<file path="src/inc/fdc_port_pkg.sv">
// Purpose: Shared constants and types for the floppy controller host port.
// Assumes: One 20 MHz clock; all strobes and the data bus arrive from pins.
// Notes: Status bit positions, rate register fields and reset values.
package fdc_port_pkg;

  // Handshake status register bit positions.
  localparam int STAT_READY_BIT = 7;
  localparam int STAT_DIR_BIT = 6;
  localparam int STAT_EXEC_BIT = 5;
  localparam int STAT_BUSY_BIT = 4;

  // Rate control register fields and reset values.
  localparam int RATE_LOW_BIT = 0;
  localparam int RATE_HIGH_BIT = 1;
  localparam int NOPRECOMP_BIT = 2;
  localparam logic [1:0] RATE_RESET = 2'h2;
  localparam logic NOPRECOMP_RESET = 1'h0;
  localparam logic [1:0] RATE_CODE_SLOW_SPIN = 2'h1;

  // Input clock selections.
  localparam logic [1:0] CLK_SEL_16M = 2'h0;
  localparam logic [1:0] CLK_SEL_32M = 2'h1;
  localparam logic [1:0] CLK_SEL_9M6 = 2'h2;

  // Counter widths and reset values.
  localparam logic [3:0] COUNT_RESET = 4'h0;
  localparam logic [7:0] BYTE_RESET = 8'h00;

  // Idle levels of the synchronised pin group: data, cs, rd, wr, a0, dma_ack, tc, rate_reg_load_strobe, drive type.
  localparam logic [15:0] PIN_IDLE = 16'h00EA;

  typedef enum logic [1:0] {
    PH_COMMAND,
    PH_EXECUTE,
    PH_RESULT
  } phase_t;

endpackage

</file>
<file path="src/logic/pin_filter.sv">
// Purpose: Three-stage synchroniser with agreement filter for pin inputs.
// Assumes: Inputs are asynchronous to mclk_i.
// Notes: The output moves only when the second and third stages agree.
`timescale 1ns/1ps
module pin_filter #(
  parameter int WIDTH = 16,
  parameter logic [WIDTH-1:0] IDLE = '0
) (
  // Clock and reset.
  input wire logic mclk_i,
  input wire logic rst_i,
  // Raw and filtered pins.
  input wire logic [WIDTH-1:0] pin_i,
  output logic [WIDTH-1:0] pin_o
);

  logic [WIDTH-1:0] stage1_reg;
  logic [WIDTH-1:0] stage2_reg;
  logic [WIDTH-1:0] stage3_reg;

  always_ff @(posedge mclk_i)
  begin
    if (rst_i)
    begin
      stage1_reg <= IDLE;
      stage2_reg <= IDLE;
      stage3_reg <= IDLE;
      pin_o <= IDLE;
    end
    else
    begin
      stage1_reg <= pin_i;
      stage2_reg <= stage1_reg;
      stage3_reg <= stage2_reg;
      for (int i = 0; i < WIDTH; i++)
      begin
        if (stage2_reg[i] == stage3_reg[i])
          pin_o[i] <= stage3_reg[i];
      end
    end
  end

endmodule // pin_filter

</file>
<file path="src/logic/rate_control.sv">
// Purpose: Write-only data rate control register and rate decode.
// Assumes: load_i is a one-cycle pulse at the trailing edge of a qualified write.
// Notes: Only bits 0 to 2 are stored; the rest of the byte is dropped.
`timescale 1ns/1ps
module rate_control (
  // Clock and reset.
  input wire logic mclk_i,
  input wire logic rst_i,
  // Register write.
  input wire logic load_i,
  input wire logic [7:0] data_i,
  // Configuration.
  input wire logic [1:0] clock_select_i,
  input wire logic fm_mode_i,
  input wire logic drive_type_input_i,
  input wire logic at_eisa_mode_i,
  // Rate outputs.
  output logic rate_select_low_o,
  output logic rate_select_high_o,
  output logic spindle_speed_output_o,
  output logic precomp_disable_o,
  output logic [10:0] data_rate_kbps_o
);

  logic [1:0] rate_reg;
  logic noprecomp_reg;

  // Rate in kb/s; an unlisted code falls back to the clock divided by 64.
  function automatic logic [10:0] rate_kbps(input logic [1:0] sel, input logic [1:0] code,
                                            input logic fm, input logic drv);
    logic [10:0] mfm;
    mfm = 11'h0FA;
    if (sel == fdc_port_pkg::CLK_SEL_9M6)
      mfm = (code == 2'h0) ? 11'h12C : 11'h096; // RQ21
    else if (sel == fdc_port_pkg::CLK_SEL_32M)
      mfm = (code == 2'h0) ? 11'h3E8 : 11'h1F4; // RQ18
    else if (code == 2'h0)
      mfm = 11'h1F4; // RQ17
    else if (code == 2'h1)
      mfm = drv ? 11'h12C : 11'h0FA; // RQ17
    else
      mfm = 11'h0FA; // RQ19
    return fm ? {1'h0, mfm[10:1]} : mfm;
  endfunction

  always_ff @(posedge mclk_i)
  begin
    if (rst_i)
    begin
      rate_reg <= fdc_port_pkg::RATE_RESET;
      noprecomp_reg <= fdc_port_pkg::NOPRECOMP_RESET;
    end
    else if (load_i) // RQ25
    begin
      rate_reg <= {data_i[fdc_port_pkg::RATE_HIGH_BIT], data_i[fdc_port_pkg::RATE_LOW_BIT]}; // RQ16
      noprecomp_reg <= data_i[fdc_port_pkg::NOPRECOMP_BIT]; // RQ20
    end
  end

  // One registered step per change keeps the rate glitch-free.
  always_ff @(posedge mclk_i)
  begin
    if (rst_i)
    begin
      rate_select_low_o <= 1'h0;
      rate_select_high_o <= 1'h1;
      spindle_speed_output_o <= 1'h1;
      precomp_disable_o <= 1'h0;
      data_rate_kbps_o <= 11'h0FA;
    end
    else
    begin
      rate_select_low_o <= rate_reg[0];
      rate_select_high_o <= rate_reg[1];
      spindle_speed_output_o <= (rate_reg != fdc_port_pkg::RATE_CODE_SLOW_SPIN); // RQ18
      precomp_disable_o <= at_eisa_mode_i & noprecomp_reg; // RQ20
      data_rate_kbps_o <= rate_kbps(clock_select_i, rate_reg, fm_mode_i, drive_type_input_i); // RQ19
    end
  end

endmodule // rate_control

</file>
<file path="src/logic/fdc_host_port.sv">
// Purpose: Host bus port of a floppy controller: phases, status, data, DMA and rate register.
// Assumes: Bus pins are asynchronous; core-side signals share mclk_i.
// Notes: Writes are taken at the trailing edge of the write strobe, reads at the leading edge.
// Functional notes
// RQ1 - Host reads status before each phase byte.
// RQ2 - Command byte accepted when ready and direction zero.
// RQ3 - Result byte offered with ready and direction one.
// RQ4 - Read-execution byte raises interrupt; read clears it.
// RQ5 - Slow host may poll ready flag instead.
// RQ6 - Write strobe clears write-execution interrupt.
// RQ7 - Host reads status to learn interrupt cause.
// RQ8 - DMA mode: requests only, no execution interrupts.
// RQ9 - DMA request drops when acknowledge goes low.
// RQ10 - Execution end raises interrupt; first result read clears.
// RQ11 - Terminal count accepted only with acknowledge active.
// RQ12 - Chip select gates programmed strobes, ignored in DMA.
// RQ13 - No new command until results all read.
// RQ14 - Status always readable; results only in result phase.
// RQ15 - Fixed byte order; phases advance automatically.
// RQ16 - Rate register loads bits 0-1 on strobe.
// RQ17 - 16 MHz rate code decode.
// RQ18 - 32 MHz decode and spindle speed output.
// RQ19 - Default rate is clock over 64, glitch-free.
// RQ20 - Bit 2 disables precompensation in AT mode.
// RQ21 - 9.6 MHz clock gives 300/150 rates.
// RQ22 - Interrupt and request tri-stated unless DMA enabled; the code tri-states them only in AT/EISA or special mode.
// RQ23 - Direction flag shows transfer direction.
// RQ24 - Execution flag set only in non-DMA execution.
// RQ25 - Rate register bits 3-7 are ignored.
`timescale 1ns/1ps
module fdc_host_port (
  // Clock and reset.
  input wire logic mclk_i,
  input wire logic rst_i,
  // Host bus pins.
  input wire logic cs_n_i,
  input wire logic rd_n_i,
  input wire logic wr_n_i,
  input wire logic a0_i,
  input wire logic dma_ack_n_i,
  input wire logic terminal_count_i,
  input wire logic rate_reg_load_strobe_n_i,
  input wire logic [7:0] data_i,
  output logic [7:0] data_o,
  output logic data_oe_o,
  output logic irq_o,
  output logic irq_oe_o,
  output logic drq_o,
  output logic drq_oe_o,
  // Mode and configuration.
  input wire logic at_eisa_mode_i,
  input wire logic special_mode_i,
  input wire logic dma_enable_i,
  input wire logic dma_mode_i,
  input wire logic [1:0] clock_select_i,
  input wire logic fm_mode_i,
  input wire logic drive_type_input_i,
  input wire logic [3:0] drive_busy_i,
  // Command bytes to the formatter.
  output logic [7:0] cmd_byte_o,
  output logic cmd_byte_valid_o,
  input wire logic [3:0] cmd_len_i,
  // Execution data.
  input wire logic exec_read_i,
  input wire logic [7:0] exec_byte_i,
  input wire logic exec_byte_valid_i,
  input wire logic exec_byte_want_i,
  output logic [7:0] exec_byte_o,
  output logic exec_byte_taken_o,
  input wire logic exec_final_i,
  output logic terminal_count_o,
  // Result bytes from the formatter.
  input wire logic [3:0] res_len_i,
  input wire logic [7:0] res_byte_i,
  output logic [3:0] res_index_o,
  // Rate outputs.
  output logic rate_select_low_o,
  output logic rate_select_high_o,
  output logic spindle_speed_output_o,
  output logic precomp_disable_o,
  output logic [10:0] data_rate_kbps_o
);

  logic [15:0] pins_f;
  logic [7:0] data_f;
  logic cs_n_f, rd_n_f, wr_n_f, a0_f, dma_ack_n_f, tc_f, rate_reg_load_strobe_n_f, drv_f;
  logic rd_n_prev_reg, wr_n_prev_reg, dma_ack_n_prev_reg;
  logic wr_data_sel_reg, wr_rate_sel_reg;
  fdc_port_pkg::phase_t phase_reg;
  fdc_port_pkg::phase_t phase_next;
  logic [3:0] cmd_count_reg;
  logic ready_reg, dir_reg, exec_flag_reg, busy_reg;
  logic irq_reg, drq_reg;
  logic byte_full_reg, byte_want_reg;
  logic [7:0] exec_hold_reg;
  logic prog_sel, dma_sel, rd_fall, rd_rise, wr_fall, wr_rise, dma_ack_fall;
  logic stat_rd, data_rd, data_wr, rate_load;
  logic cmd_take, cmd_last, tc_take, exec_done, res_take, res_last;
  logic xfer_rd, xfer_wr, byte_event, in_exec, in_result;

  pin_filter #(
    .WIDTH(16),
    .IDLE(fdc_port_pkg::PIN_IDLE)
  ) u_pins (
    .mclk_i(mclk_i),
    .rst_i(rst_i),
    .pin_i({data_i, cs_n_i, rd_n_i, wr_n_i, a0_i, dma_ack_n_i, terminal_count_i,
            rate_reg_load_strobe_n_i, drive_type_input_i}),
    .pin_o(pins_f)
  );

  assign {data_f, cs_n_f, rd_n_f, wr_n_f, a0_f, dma_ack_n_f, tc_f, rate_reg_load_strobe_n_f, drv_f} = pins_f;

  // Strobe edges on the filtered pins.
  always_ff @(posedge mclk_i)
  begin
    if (rst_i)
    begin
      rd_n_prev_reg <= 1'h1;
      wr_n_prev_reg <= 1'h1;
      dma_ack_n_prev_reg <= 1'h1;
    end
    else
    begin
      rd_n_prev_reg <= rd_n_f;
      wr_n_prev_reg <= wr_n_f;
      dma_ack_n_prev_reg <= dma_ack_n_f;
    end
  end

  assign prog_sel = !cs_n_f && dma_ack_n_f; // RQ12
  assign dma_sel = !dma_ack_n_f; // RQ12
  assign rd_fall = rd_n_prev_reg && !rd_n_f;
  assign rd_rise = !rd_n_prev_reg && rd_n_f;
  assign wr_fall = wr_n_prev_reg && !wr_n_f;
  assign wr_rise = !wr_n_prev_reg && wr_n_f;
  assign dma_ack_fall = dma_ack_n_prev_reg && !dma_ack_n_f;

  // Chip select may end before the write strobe, so the target is fixed at its start.
  always_ff @(posedge mclk_i)
  begin
    if (rst_i)
    begin
      wr_data_sel_reg <= 1'h0;
      wr_rate_sel_reg <= 1'h0;
    end
    else if (wr_fall)
    begin
      wr_data_sel_reg <= (prog_sel && a0_f) || dma_sel; // RQ12
      wr_rate_sel_reg <= !rate_reg_load_strobe_n_f && cs_n_f; // RQ16
    end
  end

  assign stat_rd = rd_fall && prog_sel && !a0_f; // RQ14
  assign data_rd = rd_fall && ((prog_sel && a0_f) || dma_sel);
  assign data_wr = wr_rise && wr_data_sel_reg;
  assign rate_load = wr_rise && wr_rate_sel_reg; // RQ16

  assign cmd_take = (phase_reg == fdc_port_pkg::PH_COMMAND) && data_wr && ready_reg && !dir_reg; // RQ2
  assign cmd_last = cmd_take && ((cmd_count_reg + 4'h1) >= cmd_len_i); // RQ15
  assign in_exec = phase_reg == fdc_port_pkg::PH_EXECUTE;
  assign in_result = phase_reg == fdc_port_pkg::PH_RESULT;
  // Terminal count ends execution only at the close of its DMA strobe, after the last byte moved.
  assign tc_take = in_exec && tc_f && !dma_ack_n_f && (rd_rise || wr_rise); // RQ11
  assign exec_done = in_exec && (tc_take || exec_final_i);
  assign res_take = in_result && data_rd && ready_reg && dir_reg; // RQ3
  assign res_last = res_take && ((res_index_o + 4'h1) >= res_len_i); // RQ13
  assign xfer_rd = in_exec && exec_read_i && data_rd && byte_full_reg;
  assign xfer_wr = in_exec && !exec_read_i && data_wr && byte_want_reg;
  assign byte_event = in_exec && (exec_byte_valid_i || exec_byte_want_i);

  always_comb
  begin
    phase_next = phase_reg;
    unique case (phase_reg)
      fdc_port_pkg::PH_COMMAND:
        if (cmd_last)
          phase_next = fdc_port_pkg::PH_EXECUTE; // RQ15
      fdc_port_pkg::PH_EXECUTE:
        if (exec_done)
          phase_next = fdc_port_pkg::PH_RESULT; // RQ10
      fdc_port_pkg::PH_RESULT:
        if (res_last)
          phase_next = fdc_port_pkg::PH_COMMAND; // RQ13
    endcase
  end

  always_ff @(posedge mclk_i)
  begin
    if (rst_i)
      phase_reg <= fdc_port_pkg::PH_COMMAND;
    else
      phase_reg <= phase_next;
  end

  // Byte counters for the command and result phases.
  always_ff @(posedge mclk_i)
  begin
    if (rst_i)
    begin
      cmd_count_reg <= fdc_port_pkg::COUNT_RESET;
      res_index_o <= fdc_port_pkg::COUNT_RESET;
    end
    else
    begin
      if (cmd_last)
        cmd_count_reg <= fdc_port_pkg::COUNT_RESET;
      else if (cmd_take)
        cmd_count_reg <= cmd_count_reg + 4'h1;
      if (res_last || exec_done)
        res_index_o <= fdc_port_pkg::COUNT_RESET;
      else if (res_take)
        res_index_o <= res_index_o + 4'h1;
    end
  end

  // Command bytes go to the formatter in arrival order.
  always_ff @(posedge mclk_i)
  begin
    if (rst_i)
    begin
      cmd_byte_o <= fdc_port_pkg::BYTE_RESET;
      cmd_byte_valid_o <= 1'h0;
    end
    else
    begin
      cmd_byte_valid_o <= cmd_take; // RQ15
      if (cmd_take)
        cmd_byte_o <= data_f;
    end
  end

  // Execution byte holding; a new byte or request wins over a same-cycle transfer.
  always_ff @(posedge mclk_i)
  begin
    if (rst_i)
    begin
      byte_full_reg <= 1'h0;
      byte_want_reg <= 1'h0;
      exec_hold_reg <= fdc_port_pkg::BYTE_RESET;
      exec_byte_o <= fdc_port_pkg::BYTE_RESET;
      exec_byte_taken_o <= 1'h0;
    end
    else
    begin
      if (exec_byte_valid_i)
      begin
        byte_full_reg <= 1'h1;
        exec_hold_reg <= exec_byte_i;
      end
      else if (xfer_rd || phase_next != fdc_port_pkg::PH_EXECUTE)
        byte_full_reg <= 1'h0;
      if (exec_byte_want_i)
        byte_want_reg <= 1'h1;
      else if (xfer_wr || phase_next != fdc_port_pkg::PH_EXECUTE)
        byte_want_reg <= 1'h0;
      exec_byte_taken_o <= xfer_wr;
      if (xfer_wr)
        exec_byte_o <= data_f;
    end
  end

  // Handshake status flags, shaped by the phase being entered.
  always_ff @(posedge mclk_i)
  begin
    if (rst_i)
    begin
      ready_reg <= 1'h1;
      dir_reg <= 1'h0;
      exec_flag_reg <= 1'h0;
      busy_reg <= 1'h0;
    end
    else
    begin
      unique case (phase_next)
        fdc_port_pkg::PH_COMMAND:
        begin
          ready_reg <= !cmd_take; // RQ2
          dir_reg <= 1'h0; // RQ23
        end
        fdc_port_pkg::PH_EXECUTE:
        begin
          ready_reg <= !dma_mode_i && (byte_full_reg || byte_want_reg) && !xfer_rd && !xfer_wr;
          dir_reg <= exec_read_i; // RQ23
        end
        fdc_port_pkg::PH_RESULT:
        begin
          ready_reg <= !res_take; // RQ3
          dir_reg <= 1'h1; // RQ23
        end
      endcase
      exec_flag_reg <= (phase_next == fdc_port_pkg::PH_EXECUTE) && !dma_mode_i; // RQ24
      busy_reg <= (phase_next != fdc_port_pkg::PH_COMMAND) || cmd_take || (cmd_count_reg != 4'h0);
    end
  end

  // Interrupt sources; a set wins over a same-cycle clear.
  always_ff @(posedge mclk_i)
  begin
    if (rst_i)
      irq_reg <= 1'h0;
    else if (exec_done) // RQ10
      irq_reg <= 1'h1;
    else if (byte_event && !dma_mode_i) // RQ4
      irq_reg <= 1'h1;
    else if (xfer_rd) // RQ4
      irq_reg <= 1'h0;
    else if (wr_fall && in_exec && !exec_read_i) // RQ6
      irq_reg <= 1'h0;
    else if (res_take && (res_index_o == 4'h0)) // RQ10
      irq_reg <= 1'h0;
  end

  // DMA request per byte, dropped by the falling acknowledge.
  always_ff @(posedge mclk_i)
  begin
    if (rst_i)
      drq_reg <= 1'h0;
    else if (byte_event && dma_mode_i) // RQ8
      drq_reg <= 1'h1;
    else if (dma_ack_fall || phase_next != fdc_port_pkg::PH_EXECUTE) // RQ9
      drq_reg <= 1'h0;
  end

  always_ff @(posedge mclk_i)
  begin
    if (rst_i)
    begin
      irq_o <= 1'h0;
      drq_o <= 1'h0;
      irq_oe_o <= 1'h0;
      drq_oe_o <= 1'h0;
      terminal_count_o <= 1'h0;
    end
    else
    begin
      irq_o <= irq_reg;
      drq_o <= drq_reg;
      irq_oe_o <= !(at_eisa_mode_i || special_mode_i) || dma_enable_i; // RQ22
      drq_oe_o <= !(at_eisa_mode_i || special_mode_i) || dma_enable_i; // RQ22
      terminal_count_o <= tc_take; // RQ11
    end
  end

  // Read data bus: driven for the whole selected read strobe.
  always_ff @(posedge mclk_i)
  begin
    if (rst_i)
    begin
      data_o <= fdc_port_pkg::BYTE_RESET;
      data_oe_o <= 1'h0;
    end
    else
    begin
      if (rd_n_f)
        data_oe_o <= 1'h0;
      else if (stat_rd || data_rd)
        data_oe_o <= 1'h1;
      if (stat_rd) // RQ14
        data_o <= {ready_reg, dir_reg, exec_flag_reg, busy_reg, drive_busy_i};
      else if (res_take) // RQ14
        data_o <= res_byte_i;
      else if (xfer_rd) // RQ4
        data_o <= exec_hold_reg;
    end
  end

  rate_control u_rate (
    .mclk_i(mclk_i),
    .rst_i(rst_i),
    .load_i(rate_load),
    .data_i(data_f),
    .clock_select_i(clock_select_i),
    .fm_mode_i(fm_mode_i),
    .drive_type_input_i(drv_f),
    .at_eisa_mode_i(at_eisa_mode_i),
    .rate_select_low_o(rate_select_low_o),
    .rate_select_high_o(rate_select_high_o),
    .spindle_speed_output_o(spindle_speed_output_o),
    .precomp_disable_o(precomp_disable_o),
    .data_rate_kbps_o(data_rate_kbps_o)
  );

  chk_cmd_ready_dir: assert property (@(posedge mclk_i) disable iff (rst_i) // RQ2
    cmd_take |-> ready_reg && !dir_reg) else $error("command byte taken without ready");
  chk_result_flags: assert property (@(posedge mclk_i) disable iff (rst_i) // RQ3
    in_result && $past(in_result) && !$past(res_take)
    |-> ready_reg && dir_reg) else $error("result flags not both set");
  chk_exec_irq_set: assert property (@(posedge mclk_i) disable iff (rst_i) // RQ4
    byte_event && !dma_mode_i |-> ##2 irq_o) else $error("execution byte gave no interrupt");
  chk_read_clears_irq: assert property (@(posedge mclk_i) disable iff (rst_i) // RQ4
    xfer_rd && !exec_done && !byte_event |=> !irq_reg) else $error("read did not clear interrupt");
  chk_dma_no_irq: assert property (@(posedge mclk_i) disable iff (rst_i) // RQ8
    dma_mode_i && byte_event && !irq_reg && !exec_done |=> !irq_reg ##1 drq_o) else $error("DMA byte raised interrupt");
  chk_dma_ack_drops_drq: assert property (@(posedge mclk_i) disable iff (rst_i) // RQ9
    dma_ack_fall && !byte_event |=> !drq_reg ##1 !drq_o) else $error("request held after acknowledge");
  chk_end_irq: assert property (@(posedge mclk_i) disable iff (rst_i) // RQ10
    exec_done |=> in_result && irq_reg) else $error("no result interrupt");
  chk_tc_needs_ack: assert property (@(posedge mclk_i) disable iff (rst_i) // RQ11
    terminal_count_o |-> $past(!dma_ack_n_f) && $past(tc_f)) else $error("terminal count taken without ack");
  chk_no_cmd_in_result: assert property (@(posedge mclk_i) disable iff (rst_i) // RQ13
    in_result |=> !cmd_byte_valid_o) else $error("command taken in result phase");
  chk_exec_flag: assert property (@(posedge mclk_i) disable iff (rst_i) // RQ24
    exec_flag_reg |-> $past(phase_next) == fdc_port_pkg::PH_EXECUTE && !$past(dma_mode_i))
    else $error("execution flag outside non-DMA execution");
  chk_oe_gating: assert property (@(posedge mclk_i) disable iff (rst_i) // RQ22
    $past(at_eisa_mode_i) && !$past(dma_enable_i) |-> !irq_oe_o && !drq_oe_o) else $error("outputs driven without enable");

endmodule // fdc_host_port

</file>
<file path="config.mk">
export PLATFORM = sky130hd
export DESIGN_NAME = fdc_host_port
export DESIGN_NICKNAME = d
export VERILOG_FILES = /design/src/inc/fdc_port_pkg.sv /design/src/logic/pin_filter.sv /design/src/logic/rate_control.sv /design/src/logic/fdc_host_port.sv
export SDC_FILE = /design/constraint.sdc
export NUM_CORES = 1
export LEC_CHECK = 0
export BUFFER_PORTS_ARGS = -buffer_cell sky130_fd_sc_hd__buf_4
export CAP_MARGIN = 25
export CORE_ASPECT_RATIO = 1.25
export CORE_UTILIZATION = 30
export DETAILED_ROUTE_END_ITERATION = 12
export PLACE_DENSITY_LB_ADDON = 0.25
export SLEW_MARGIN = 15
export SYNTH_ARGS = -nofsm -noshare
export SYNTH_HDL_FRONTEND = slang
export SYNTH_SLANG_ARGS = --single-unit
</file>
<file path="constraint.sdc">
create_clock -name mclk_i -period 3.7 [get_ports mclk_i]
set_input_delay 0.37 -clock mclk_i [delete_from_list [all_inputs] [get_ports mclk_i]]
set_output_delay 0.37 -clock mclk_i [all_outputs]
set_load 0.01 [all_outputs]
</file>
# Yosys cells after proc, flatten, opt, wreduce, memory -nomap -nowiden
# Cells that the tools add are included.
# classes
n_eq_ne,25
order_cmp,2
n_mux,28
bitwise_logic,1
n_addsub,2
reduce_logical,86
# ops
cell,count
$mux W11,4
$logic_and A1 B1 Y1,41
$mux W8,3
$mux W10,2
$mux W9,2
$eq A1 B1 Y1,16
$logic_not A1 Y1,16
$logic_or A1 B1 Y1,14
$mux W1,11
$add A4 B1 Y4 const B,2
$eq A2 B1 Y1 const B,4
$ge A4 B4 Y1,2
$reduce_bool A2 Y1,4
$reduce_or A2 Y1,4
$eq A2 B2 Y1 const B,3
$logic_not A2 Y1,3
$mux W2,3
$pmux W1 S3,2
$pmux W2 S3,1
$reduce_bool A5 Y1,1
$logic_not A4 Y1,1
$ne A2 B1 Y1 const B,2
$reduce_bool A4 Y1,1
$reduce_bool A3 Y1,1
$and A1 B1 Y1,1
# totals
input_bits,57
out_inout_bits,51
word_cells,198
ff_bits,144

# Depth between registers and ports, before layout
# Gate-level depths: netlist of run 1.
# depth
depth_word,15
mapped_depth,13
ltp_nobuf,13

# By module
# A second synthesis of run 1 with hierarchy kept.
# hier_totals
hier_cells,566
hier_area_um2,5460.2
# modules_own_cells
mod,area_per_inst_um2,instances,cells_each,seq_area_each_um2
fdc_host_port,2889.0,1,325,1241.2
pin_filter,1868.0,1,167,1281.2
rate_control,703.2,1,74,340.3

# Worst setup path before layout of run 1
# Ideal clock, no wire load.
# synth_path
path_type,reg-to-reg
from,reg res_index_o[0]
to,reg ready_reg
n_path_buf,0
t_required_ps,3640
arrival_time_ps,2720
setup_time_ps,60
slack_ps,920
stages_incl_launch_ff,12
synth_period_minus_slack_ps,2780
cell_sequence,dfxtp_1 inv_1 ha_1 ha_1 a2111o_1 a31oi_1 o221ai_1 o21a_1 ha_1 a2111oi_0 a21oi_1 nand2_1
# synth_via
elab_chain_cells,7
word_cells_on_any_way,9
classes_between,add/sub (1); order compare (1); eq/ne (2); mux (3); reduce/logical (2)
# synth_rtl
item,line,rtl
start: declaration,fdc_host_port.sv:75,"output logic [3:0] res_index_o,"
start signal: assignment,fdc_host_port.sv:202,res_index_o <= fdc_port_pkg::COUNT_RESET;
start signal: assignment,fdc_host_port.sv:211,res_index_o <= fdc_port_pkg::COUNT_RESET;
start signal: assignment,fdc_host_port.sv:213,res_index_o <= res_index_o + 4'h1;
$add A4 B1 Y4 *,fdc_host_port.sv:167,assign res_last = res_take && ((res_index_o + 4'h1) >= res_len_i);
$ge A4 B4 Y1 *,fdc_host_port.sv:167,
$logic_and A1 B1 Y1 *,fdc_host_port.sv:167,
$mux W2 *,fdc_host_port.sv:183,if (res_last)
$pmux W2 S3 *,fdc_host_port.sv:175,unique case (phase_reg)
"$eq A2 B2 Y1, or another cell as far along",fdc_host_port.sv:275,unique case (phase_next)
$pmux W1 S3 *,fdc_host_port.sv:275,
end signal: assignment,fdc_host_port.sv:278,ready_reg <= !cmd_take;
end signal: assignment,fdc_host_port.sv:283,ready_reg <= !dma_mode_i && (byte_full_reg || byte_want_reg) && !xfer_rd && !xfer_wr;
end signal: assignment,fdc_host_port.sv:288,ready_reg <= !res_take;
end: declaration,fdc_host_port.sv:92,"logic ready_reg, dir_reg, exec_flag_reg, busy_reg;"
# Every way passes the cells marked *; elsewhere a longest branch is shown, timed or not.
# A chain may end at the register's enable or synchronous reset.

# Worst setup path after layout of run 1
# layout_path
from,reg res_index_o[0]
to,reg ready_reg
# layout_via
elab_chain_cells,7
word_cells_on_any_way,9
classes_between,add/sub (1); order compare (1); eq/ne (2); mux (3); reduce/logical (2)
# layout_rtl
item,line,rtl
$add A4 B1 Y4 *,fdc_host_port.sv:167,
$ge A4 B4 Y1 *,fdc_host_port.sv:167,
$logic_and A1 B1 Y1 *,fdc_host_port.sv:167,
$mux W2 *,fdc_host_port.sv:183,
$pmux W2 S3 *,fdc_host_port.sv:175,
named net phase_next[0],fdc_host_port.sv:90,fdc_port_pkg::phase_t phase_next;
"$eq A2 B2 Y1, or another cell as far along",fdc_host_port.sv:275,
$pmux W1 S3 *,fdc_host_port.sv:275,
# Mark *: on every way through the listed nets, which the timed path passes. The rest lies on a longest branch.

==> results of run 1 <==
[final timing paths]
check | depth (start not counted) | to
setup reg to reg | 12 | ready_reg$_SDFF_PP1_
setup / recovery | 12 | ready_reg$_SDFF_PP1_
hold reg to reg | 1 | u_pins.stage2_reg[3]$_SDFF_PP1_
hold / removal | 2 | u_pins.stage1_reg[7]$_SDFF_PP1_
[routing by layer]
layer | wire length (um) | vias to the layer above
li1 | - | 2073
met1 | 5060 | 1862
met2 | 5780 | 106
met3 | 643 | 13
met4 | 190 | 0
met5 | 0 | -
[metrics by stage]
stage | instances | total power (W) | hold slack (ns) | cell area (sq um) | worst slack [ns]
floorplan | 556 | 0.00169 | 0.389 | 5380 | 0.920
global placement | 863 | 0.00177 | 0.400 | 6360 | 0.709
detailed placement | 863 | 0.00177 | 0.398 | 6360 | 0.540
CTS | 895 | 0.00354 | 0.110 | 6970 | 0.527
global route | 895 | 0.00362 | 0.117 | 6970 | 0.172
finish | 895 | 0.00348 | 0.131 | 6970 | 0.434
[layout by cell type, fill, tap and decap left out, drive strengths merged, types with 3 or more instances in the layout]
master and n:
dfxtp 143, buf 109, nor2 52, nand2 50, a21oi 42, nor2b 37, o21ai 32, mux2i 31
inv 23, ha 19, or2 18, clkbuf 18, nand2b 10, nor3 8, a22o 8, xor2 6
nand3 6, xnor2 4, nor3b 4, o211ai 4, clkinv 4, or3 3, o21a 3, bufinv 3
clkinvlp 3, nand3b 3, a211oi 3
[final cells by class]
cell class / count / share of cell area, %
clock inverter: 14 / 2.62
clock buffer: 18 / 6.16
sequential: 143 / 41.1
multi-input combinational: 368 / 33.4
tap: 224 / 4.02
timing repair buffer: 109 / 11.7
inverter: 19 / 1.02
[report_power, final]
group	internal (W)	leakage [nW]	total, W	switching (W)
clock	0.00107	0.288	0.00175	0.000676
combinational	0.0000784	1.48	0.000147	0.0000686
sequential	0.00157	1.17	0.00159	0.0000138
total	0.00272	2.94	0.00348	0.000758
[logic make-up (layout without fill, tap and decap cells)]
kind of cell	after synthesis	count (layout)
simple gates	199	199
flops	143	143
compound gates	108	108
xor+xnor	10	10
buf+inv	45	160
fa+ha+maj	19	19
mux	31	31
other cells	1	1
==> impl_results.md, run 1 <==
* Critical path class: reg -> reg
* Cells after synthesis at 556
* Synthesis-to-layout area growth at 29.6%
* Largest stage delay, worst path at 0.46 ns
* Synth warnings at 0
* Drt total wl at 11700 um
* Power per cell area at 499 nW/um^2
* # nets final at 734
* Synth area leader: dfxtp_1
* Gpl congestion at 0.811
* Largest delay contributor family on the critical path: compound AO/OA/AOI/OAI gates
* R2r startpoint: res_index_o[0]$_SDFFE_PP0N_
* Die X at 122 um
* Placement row count at 54
* Drt via density at 4.53
* Final HPWL DP at 8300 um
* CP startpoint kind: register
* Sequential area share after synthesis at 53.2%
* DRT antenna net count at 0
* Max Cap Viol at 0
* Util after Layout at 39.8%
* Worst path buffer plus inverter count at 1
* Synth Area in Compound Gates at 12.4%
* Setup repair bufs after CTS at 0
* Total GRT Usage at 13.4%
* Met1 usage at 15.0%
* Post-synthesis xor/xnor area fraction at 1.63%
* Initial antenna violation count at 0
* GR Layer Usage met2 at 22.9%
* Proportion of layout cells with a drive suffix above 1 at 24.4%
* CP cell instances: inv_1, ha_1, ha_1, a2111o_1, a31oi_1, a211o_1, o21a_1, ha_1, nand2b_1, a2111oi_0, a21oi_1, nand2_1
* Post-synth EDFFs at 0
* Port Buf Inserts at 106
* Cell mode on critical path: ha_1
* H-tree depth at 4
* Final cycle utilization of the critical path at 88.3%
* Net Count, Synth at 632
* Syn_area_per_cell at 9.67 sq um
* Adder and majority gate portion of the synthesized area at 4.42%
* Core region area at 17500 sq um
* Worst Path Arrival at 3.63 ns
* Pre-antenna DRT Iters at 4
* First-pass GRT wire length at 18900 um
* Setup slack, reg-to-reg at 0.43 ns
* # hold bufs at CTS at 0
* CTS tree: done
* GRT Max-Usage Layer: met2
* Skew final at 0.00528 ns
* FILL cells at 1703
* Worst hold start: cs_n_i
* Max Clock Freq at 306 MHz
* CTS Sinks at 143
* Crit. Startpoint: res_index_o[0]$_SDFFE_PP0N_
* N_diodes at 0
* Top-count cell post-synth: dfxtp_1
* Post-CTS sizing at 0
* Outcome: completed
* DIE HEIGHT at 152 um
* Post-synthesis mux area share at 5.77%
* Clock buffer depth at 2
* Worst slew margin at 41.7%
* Multi-input gate area at 2330 sq um
* Clock Pin Slew Worst Setup and Hold Paths at 0.06 ns
* Via count at 4054
* Largest fanout on the critical path at 6
* Area share of the largest cell type after synthesis at 53.2%
* Crit end category: register
* GRT overflow at 0
* Num CTS Buffers at 17
* Root Buffer: clkbuf_16
* Mapped cell area at 5380 sq um
* Final hold viol count at 0
* Post-Synth Simple-Gate Area at 19.0%
* Fin. max-slew vios at 0
* Unrepaired setup endpoints after global routing: false
* Asr flop ratio synth at 0%
* Synth top cells by count: 143 x dfxtp_1, 52 x nor2_1, 50 x nand2_1
* Crit-path slowest cell: a2111oi_0
* Tmin final at 3.27 ns
* LEAKAGE at 2.94 nW
* Met3 usage at 3.85%
* Top_reg_cell synth: dfxtp_1
* WL per Instance at 13.0 um
* DR DRC count at 0
* Top cells by area, synth: dfxtp_1 53%, mux2i_1 5.8%, ha_1 4.4%, nor2b_1 4.3%, a21oi_1 3.9%
* DR iter-0 viols at 212
* Largest family of logic cells by synthesized area: simple AND/OR/NAND/NOR gates
* Worst skew pair latency at 0.42 ns
* Sequential cell area at 2860 sq um
* Vias in the first global route at 3972
* Die Area at 18500 sq um
* Final setup violation count at 0
* Ports at 108
* Least-Margin Pin Slew at 0.871 ns
* Largest net degree at the start of global routing at 87
* VDD IR-drop max at 0.000299 V
* CP required at 4.07 ns
* FF+latch count, synth at 143
* Synth cell types at 50
* Starting Density at 30.7%
* Post-route setup TNS at 0 ns
* Worst hold path class: in -> reg
Power figures use the tool's default switching activity.
==> inputs of run 2 (changes only) <==
--- a/config.mk
+++ b/config.mk
@@ -5,6 +5,8 @@
 export SDC_FILE = /design/constraint.sdc
 export NUM_CORES = 1
 export LEC_CHECK = 0
+export ABC_AREA = 1
+export ABC_CLOCK_PERIOD_IN_PS = 3700
 export BUFFER_PORTS_ARGS = -buffer_cell sky130_fd_sc_hd__buf_4
 export CAP_MARGIN = 25
 export CORE_ASPECT_RATIO = 1.25
==> impl_results.md, run 2 <==
* Most common cell after layout, fill and taps aside: dfxtp_1 (unchanged)
* FF+latch count, synth at 143 (unchanged)
* Commonest non-fill, non-tap cells in the layout: 143 x dfxtp_1, 109 x buf_4, 99 x inv_1 (was 143 x dfxtp_1, 109 x buf_4, 52 x nor2_1)
* Post-CTS sizing at 0 (unchanged)
* Via count at 4388 (was 4054)
* Proportion of layout cells with a drive suffix above 1 at 22.0% (was 24.4%)
* Worst hold start: rd_n_i (was cs_n_i)
* Mapped cell area at 5450 sq um (was 5380 sq um)
* Pre-antenna DRT Iters at 4 (unchanged)
* Starting Density at 30.9% (was 30.7%)
* Outcome: completed (unchanged)
* Crit-path slowest cell: dfxtp_1 (was a2111oi_0)
* Crit end category: register (unchanged)
* Largest stage delay, worst path at 0.42 ns (was 0.46 ns)
* Drt via density at 4.38 (was 4.53)
* Worst slew margin at 46.7% (was 41.7%)
* Setup repair bufs after CTS at 0 (unchanged)
* Largest net degree at the start of global routing at 81 (was 87)
* Port Buf Inserts at 106 (unchanged)
* Largest delay contributor family on the critical path: simple AND/OR/NAND/NOR gates (was compound AO/OA/AOI/OAI gates)
* DIE HEIGHT at 153 um (was 152 um)
* First-pass GRT wire length at 19600 um (was 18900 um)
* Post-synth EDFFs at 0 (unchanged)
* Max Cap Viol at 0 (unchanged)
* Synthesis-to-layout area growth at 28.3% (was 29.6%)
* Initial antenna violation count at 0 (unchanged)
* Worst path buffer plus inverter count at 3 (was 1)
* Sequential area share after synthesis at 52.5% (was 53.2%)
* Final HPWL DP at 8240 um (was 8300 um)
* Final setup violation count at 0 (unchanged)
* Final hold viol count at 0 (unchanged)
* H-tree depth at 4 (unchanged)
* Fin. max-slew vios at 0 (unchanged)
* CP startpoint kind: register (unchanged)
* Top_reg_cell synth: dfxtp_1 (unchanged)
* Vias in the first global route at 4167 (was 3972)
* Reg-to-reg endpoint: ready_reg$_SDFF_PP1_ (unchanged)
* N_diodes at 0 (unchanged)
* GRT overflow at 0 (unchanged)
* Cell mode on critical path: nand2_1 (was ha_1)
* Num CTS Buffers at 17 (unchanged)
* Unrepaired setup endpoints after global routing: false (unchanged)
* Skew final at 0.00700 ns (was 0.00528 ns)
* # hold bufs at CTS at 0 (unchanged)
* CP cell instances: nand3_1, xor2_1, inv_1, ha_1, a21oi_1, nand3_1, nand2_1, nand2_1, nand3_1, nand2_1, inv_1, ha_1, inv_1, nor3_1, nand3_1, o21ai_0, nand2_1, nand2_1 (was inv_1, ha_1, ha_1, a2111o_1, a31oi_1, a211o_1, o21a_1, ha_1, nand2b_1, a2111oi_0, a21oi_1, nand2_1)
* Syn_area_per_cell at 8.21 sq um (was 9.67 sq um)
* Worst hold path class: in -> reg (unchanged)
* FILL cells at 1817 (was 1703)
* Setup slack, reg-to-reg at 1.10 ns (was 0.43 ns)
* Reg2Reg Depth at 18 (was 12)
* Cells after synthesis at 664 (was 556)
* Root Buffer: clkbuf_16 (unchanged)
* WL per Instance at 11.8 um (was 13.0 um)
* Pwr Total at 0.00347 W (was 0.00348 W)
* Power per cell area at 496 nW/um^2 (was 499 nW/um^2)
* Total GRT Usage at 13.5% (was 13.4%)
* Least-Margin Pin Slew at 0.800 ns (was 0.871 ns)
* Clock buffer depth at 2 (unchanged)
* Top cells by area, synth: dfxtp_1 53%, inv_1 6.8%, nor2_1 6.1%, a21oi_1 5.3%, nand2_1 5.3% (was dfxtp_1 53%, mux2i_1 5.8%, ha_1 4.4%, nor2b_1 4.3%, a21oi_1 3.9%)
* Worst Path Arrival at 2.95 ns (was 3.63 ns)
* Die Area at 18700 sq um (was 18500 sq um)
* Net Count, Synth at 740 (was 632)
* DR DRC count at 0 (unchanged)
* Setup WS pre-CTS at 1.11 ns (was 0.540 ns)
* Final cycle utilization of the critical path at 70.3% (was 88.3%)
* LEAKAGE at 3.20 nW (was 2.94 nW)
* CTS tree: done (unchanged)
* Max Clock Freq at 385 MHz (was 306 MHz)
* Hold path endpoint: u_pins.stage1_reg[6]$_SDFF_PP1_ (was u_pins.stage1_reg[7]$_SDFF_PP1_)
* Clock Pin Slew Worst Setup and Hold Paths at 0.06 ns (about the same)
* VDD IR-drop max at 0.000316 V (was 0.000299 V)
* Synth top cells by count: 143 x dfxtp_1, 99 x inv_1, 89 x nor2_1 (was 143 x dfxtp_1, 52 x nor2_1, 50 x nand2_1)
* CP required at 4.05 ns (was 4.07 ns)
* DR iter-0 viols at 187 (was 212)
* Area share of the largest cell type after synthesis at 52.5% (was 53.2%)
* # nets final at 842 (was 734)
* Largest fanout on the critical path at 5 (was 6)
* Worst hold path depth at 2 (unchanged)
* DRT antenna net count at 0 (unchanged)
* Tmin final at 2.60 ns (was 3.27 ns)
* Drt total wl at 11800 um (was 11700 um)
* Synth area leader: dfxtp_1 (unchanged)
* Synth warnings at 0 (unchanged)
* Post-route setup TNS at 0 ns (unchanged)
* Core region area at 17600 sq um (was 17500 sq um)
* Ports at 108 (unchanged)
* Synth cell types at 38 (was 50)
* Final WS setup at 1.10 ns (was 0.434 ns)
* CTS Sinks at 143 (unchanged)
* Placement row count at 54 (unchanged)
* Asr flop ratio synth at 0% (unchanged)
* Worst skew pair latency at 0.42 ns (about the same)
* Top-count cell post-synth: dfxtp_1 (unchanged)
* Gpl congestion at 0.791 (was 0.811)
* Critical path class: reg -> reg (unchanged)
* Die X at 123 um (was 122 um)
* R2r startpoint: res_index_o[2]$_SDFFE_PP0N_ (was res_index_o[0]$_SDFFE_PP0N_)
[run 2: cell types whose count changed in the layout (fill, tap and decap cells not counted), moves of 16 or more]
cell     previous run  this run
inv_1              19        99
nor2_1             52        89
nor2b_1            37         0
mux2i_1            31         0
nand2_1            50        77
nand3_1             6        29
a21oi_1            42        58
[run 2: per-layer routing]
layer / wire length [um] / global-route usage (%)
met1: 5360 / 16.2
met2: 5790 / 22.6
met3: 499 / 3.37
met4: 180 / 5.92
met5: 0 / 0
[run 2: power breakdown]
group          leakage (nW)  switching [W]  internal (W)
clock network         0.283       0.000663       0.00106
registers              1.17      0.0000137       0.00158
logic                  1.75      0.0000798     0.0000776
total                  3.20       0.000757       0.00271
[run 2: kinds of logic (layout without fill, tap and decap cells)]
group / count (synthesis) / after routing / share of synthesized area (%)
DFF: 143 / 143 / 52.5
and+or+nand+nor: 236 / 236 / 19.5
adders and majority gates: 19 / 19 / 4.36
xor gates and xnor gates: 4 / 4 / 0.643
other: 1 / 1 / 0.0688
AOI/OAI and AO/OA: 133 / 133 / 13.2
buffers and inverters: 128 / 241 / 9.75
[run 2: how the worst max path moves through the flow]
stage	to	depth (start not counted)	startpoint
detailed placement	ready_reg$_SDFF_PP1_	20	res_index_o[0]$_SDFFE_PP0N_
finish	ready_reg$_SDFF_PP1_	18	res_index_o[2]$_SDFFE_PP0N_
global placement	ready_reg$_SDFF_PP1_	20	res_index_o[0]$_SDFFE_PP0N_
floorplan	ready_reg$_SDFF_PP1_	20	res_index_o[0]$_SDFFE_PP0N_
CTS	ready_reg$_SDFF_PP1_	18	res_index_o[2]$_SDFFE_PP0N_
global route	ready_reg$_SDFF_PP1_	18	res_index_o[2]$_SDFFE_PP0N_
[run 2: cell type report]
| cell class | count | area, sq um | area share [%] |
|---|---|---|---|
| Clock buffer | 18 | 429 | 6.14 |
| Inverter | 102 | 384 | 5.49 |
| Timing Repair Buffer | 109 | 818 | 11.7 |
| Sequential cell | 143 | 2860 | 40.9 |
| Multi-Input combinational cell | 393 | 2060 | 29.4 |
| Tap cell | 224 | 280 | 4.01 |
| Clock inverter | 12 | 163 | 2.33 |
[run 2: worst reg2reg max path: cells and delay by family, from the launching register on]
kind	cells	cell delay (ns)
compound gates	2	0.26
xor+xnor	1	0.19
flops	1	0.42
simple gates	10	0.93
buf+inv	3	0.22
fa+ha+maj	2	0.50
[run 2: through the flow]
stage,instances,utilization [%],hold WS (ns),area (sq um)
2_1_floorplan,664,-,0.388,5450
3_3_place_gp,971,36.3,0.389,6400
5_1_grt,1001,39.7,0.114,6990
6_report,1001,39.7,0.136,6990
3_5_place_dp,971,36.3,0.394,6400
4_1_cts,1001,39.7,0.113,6990
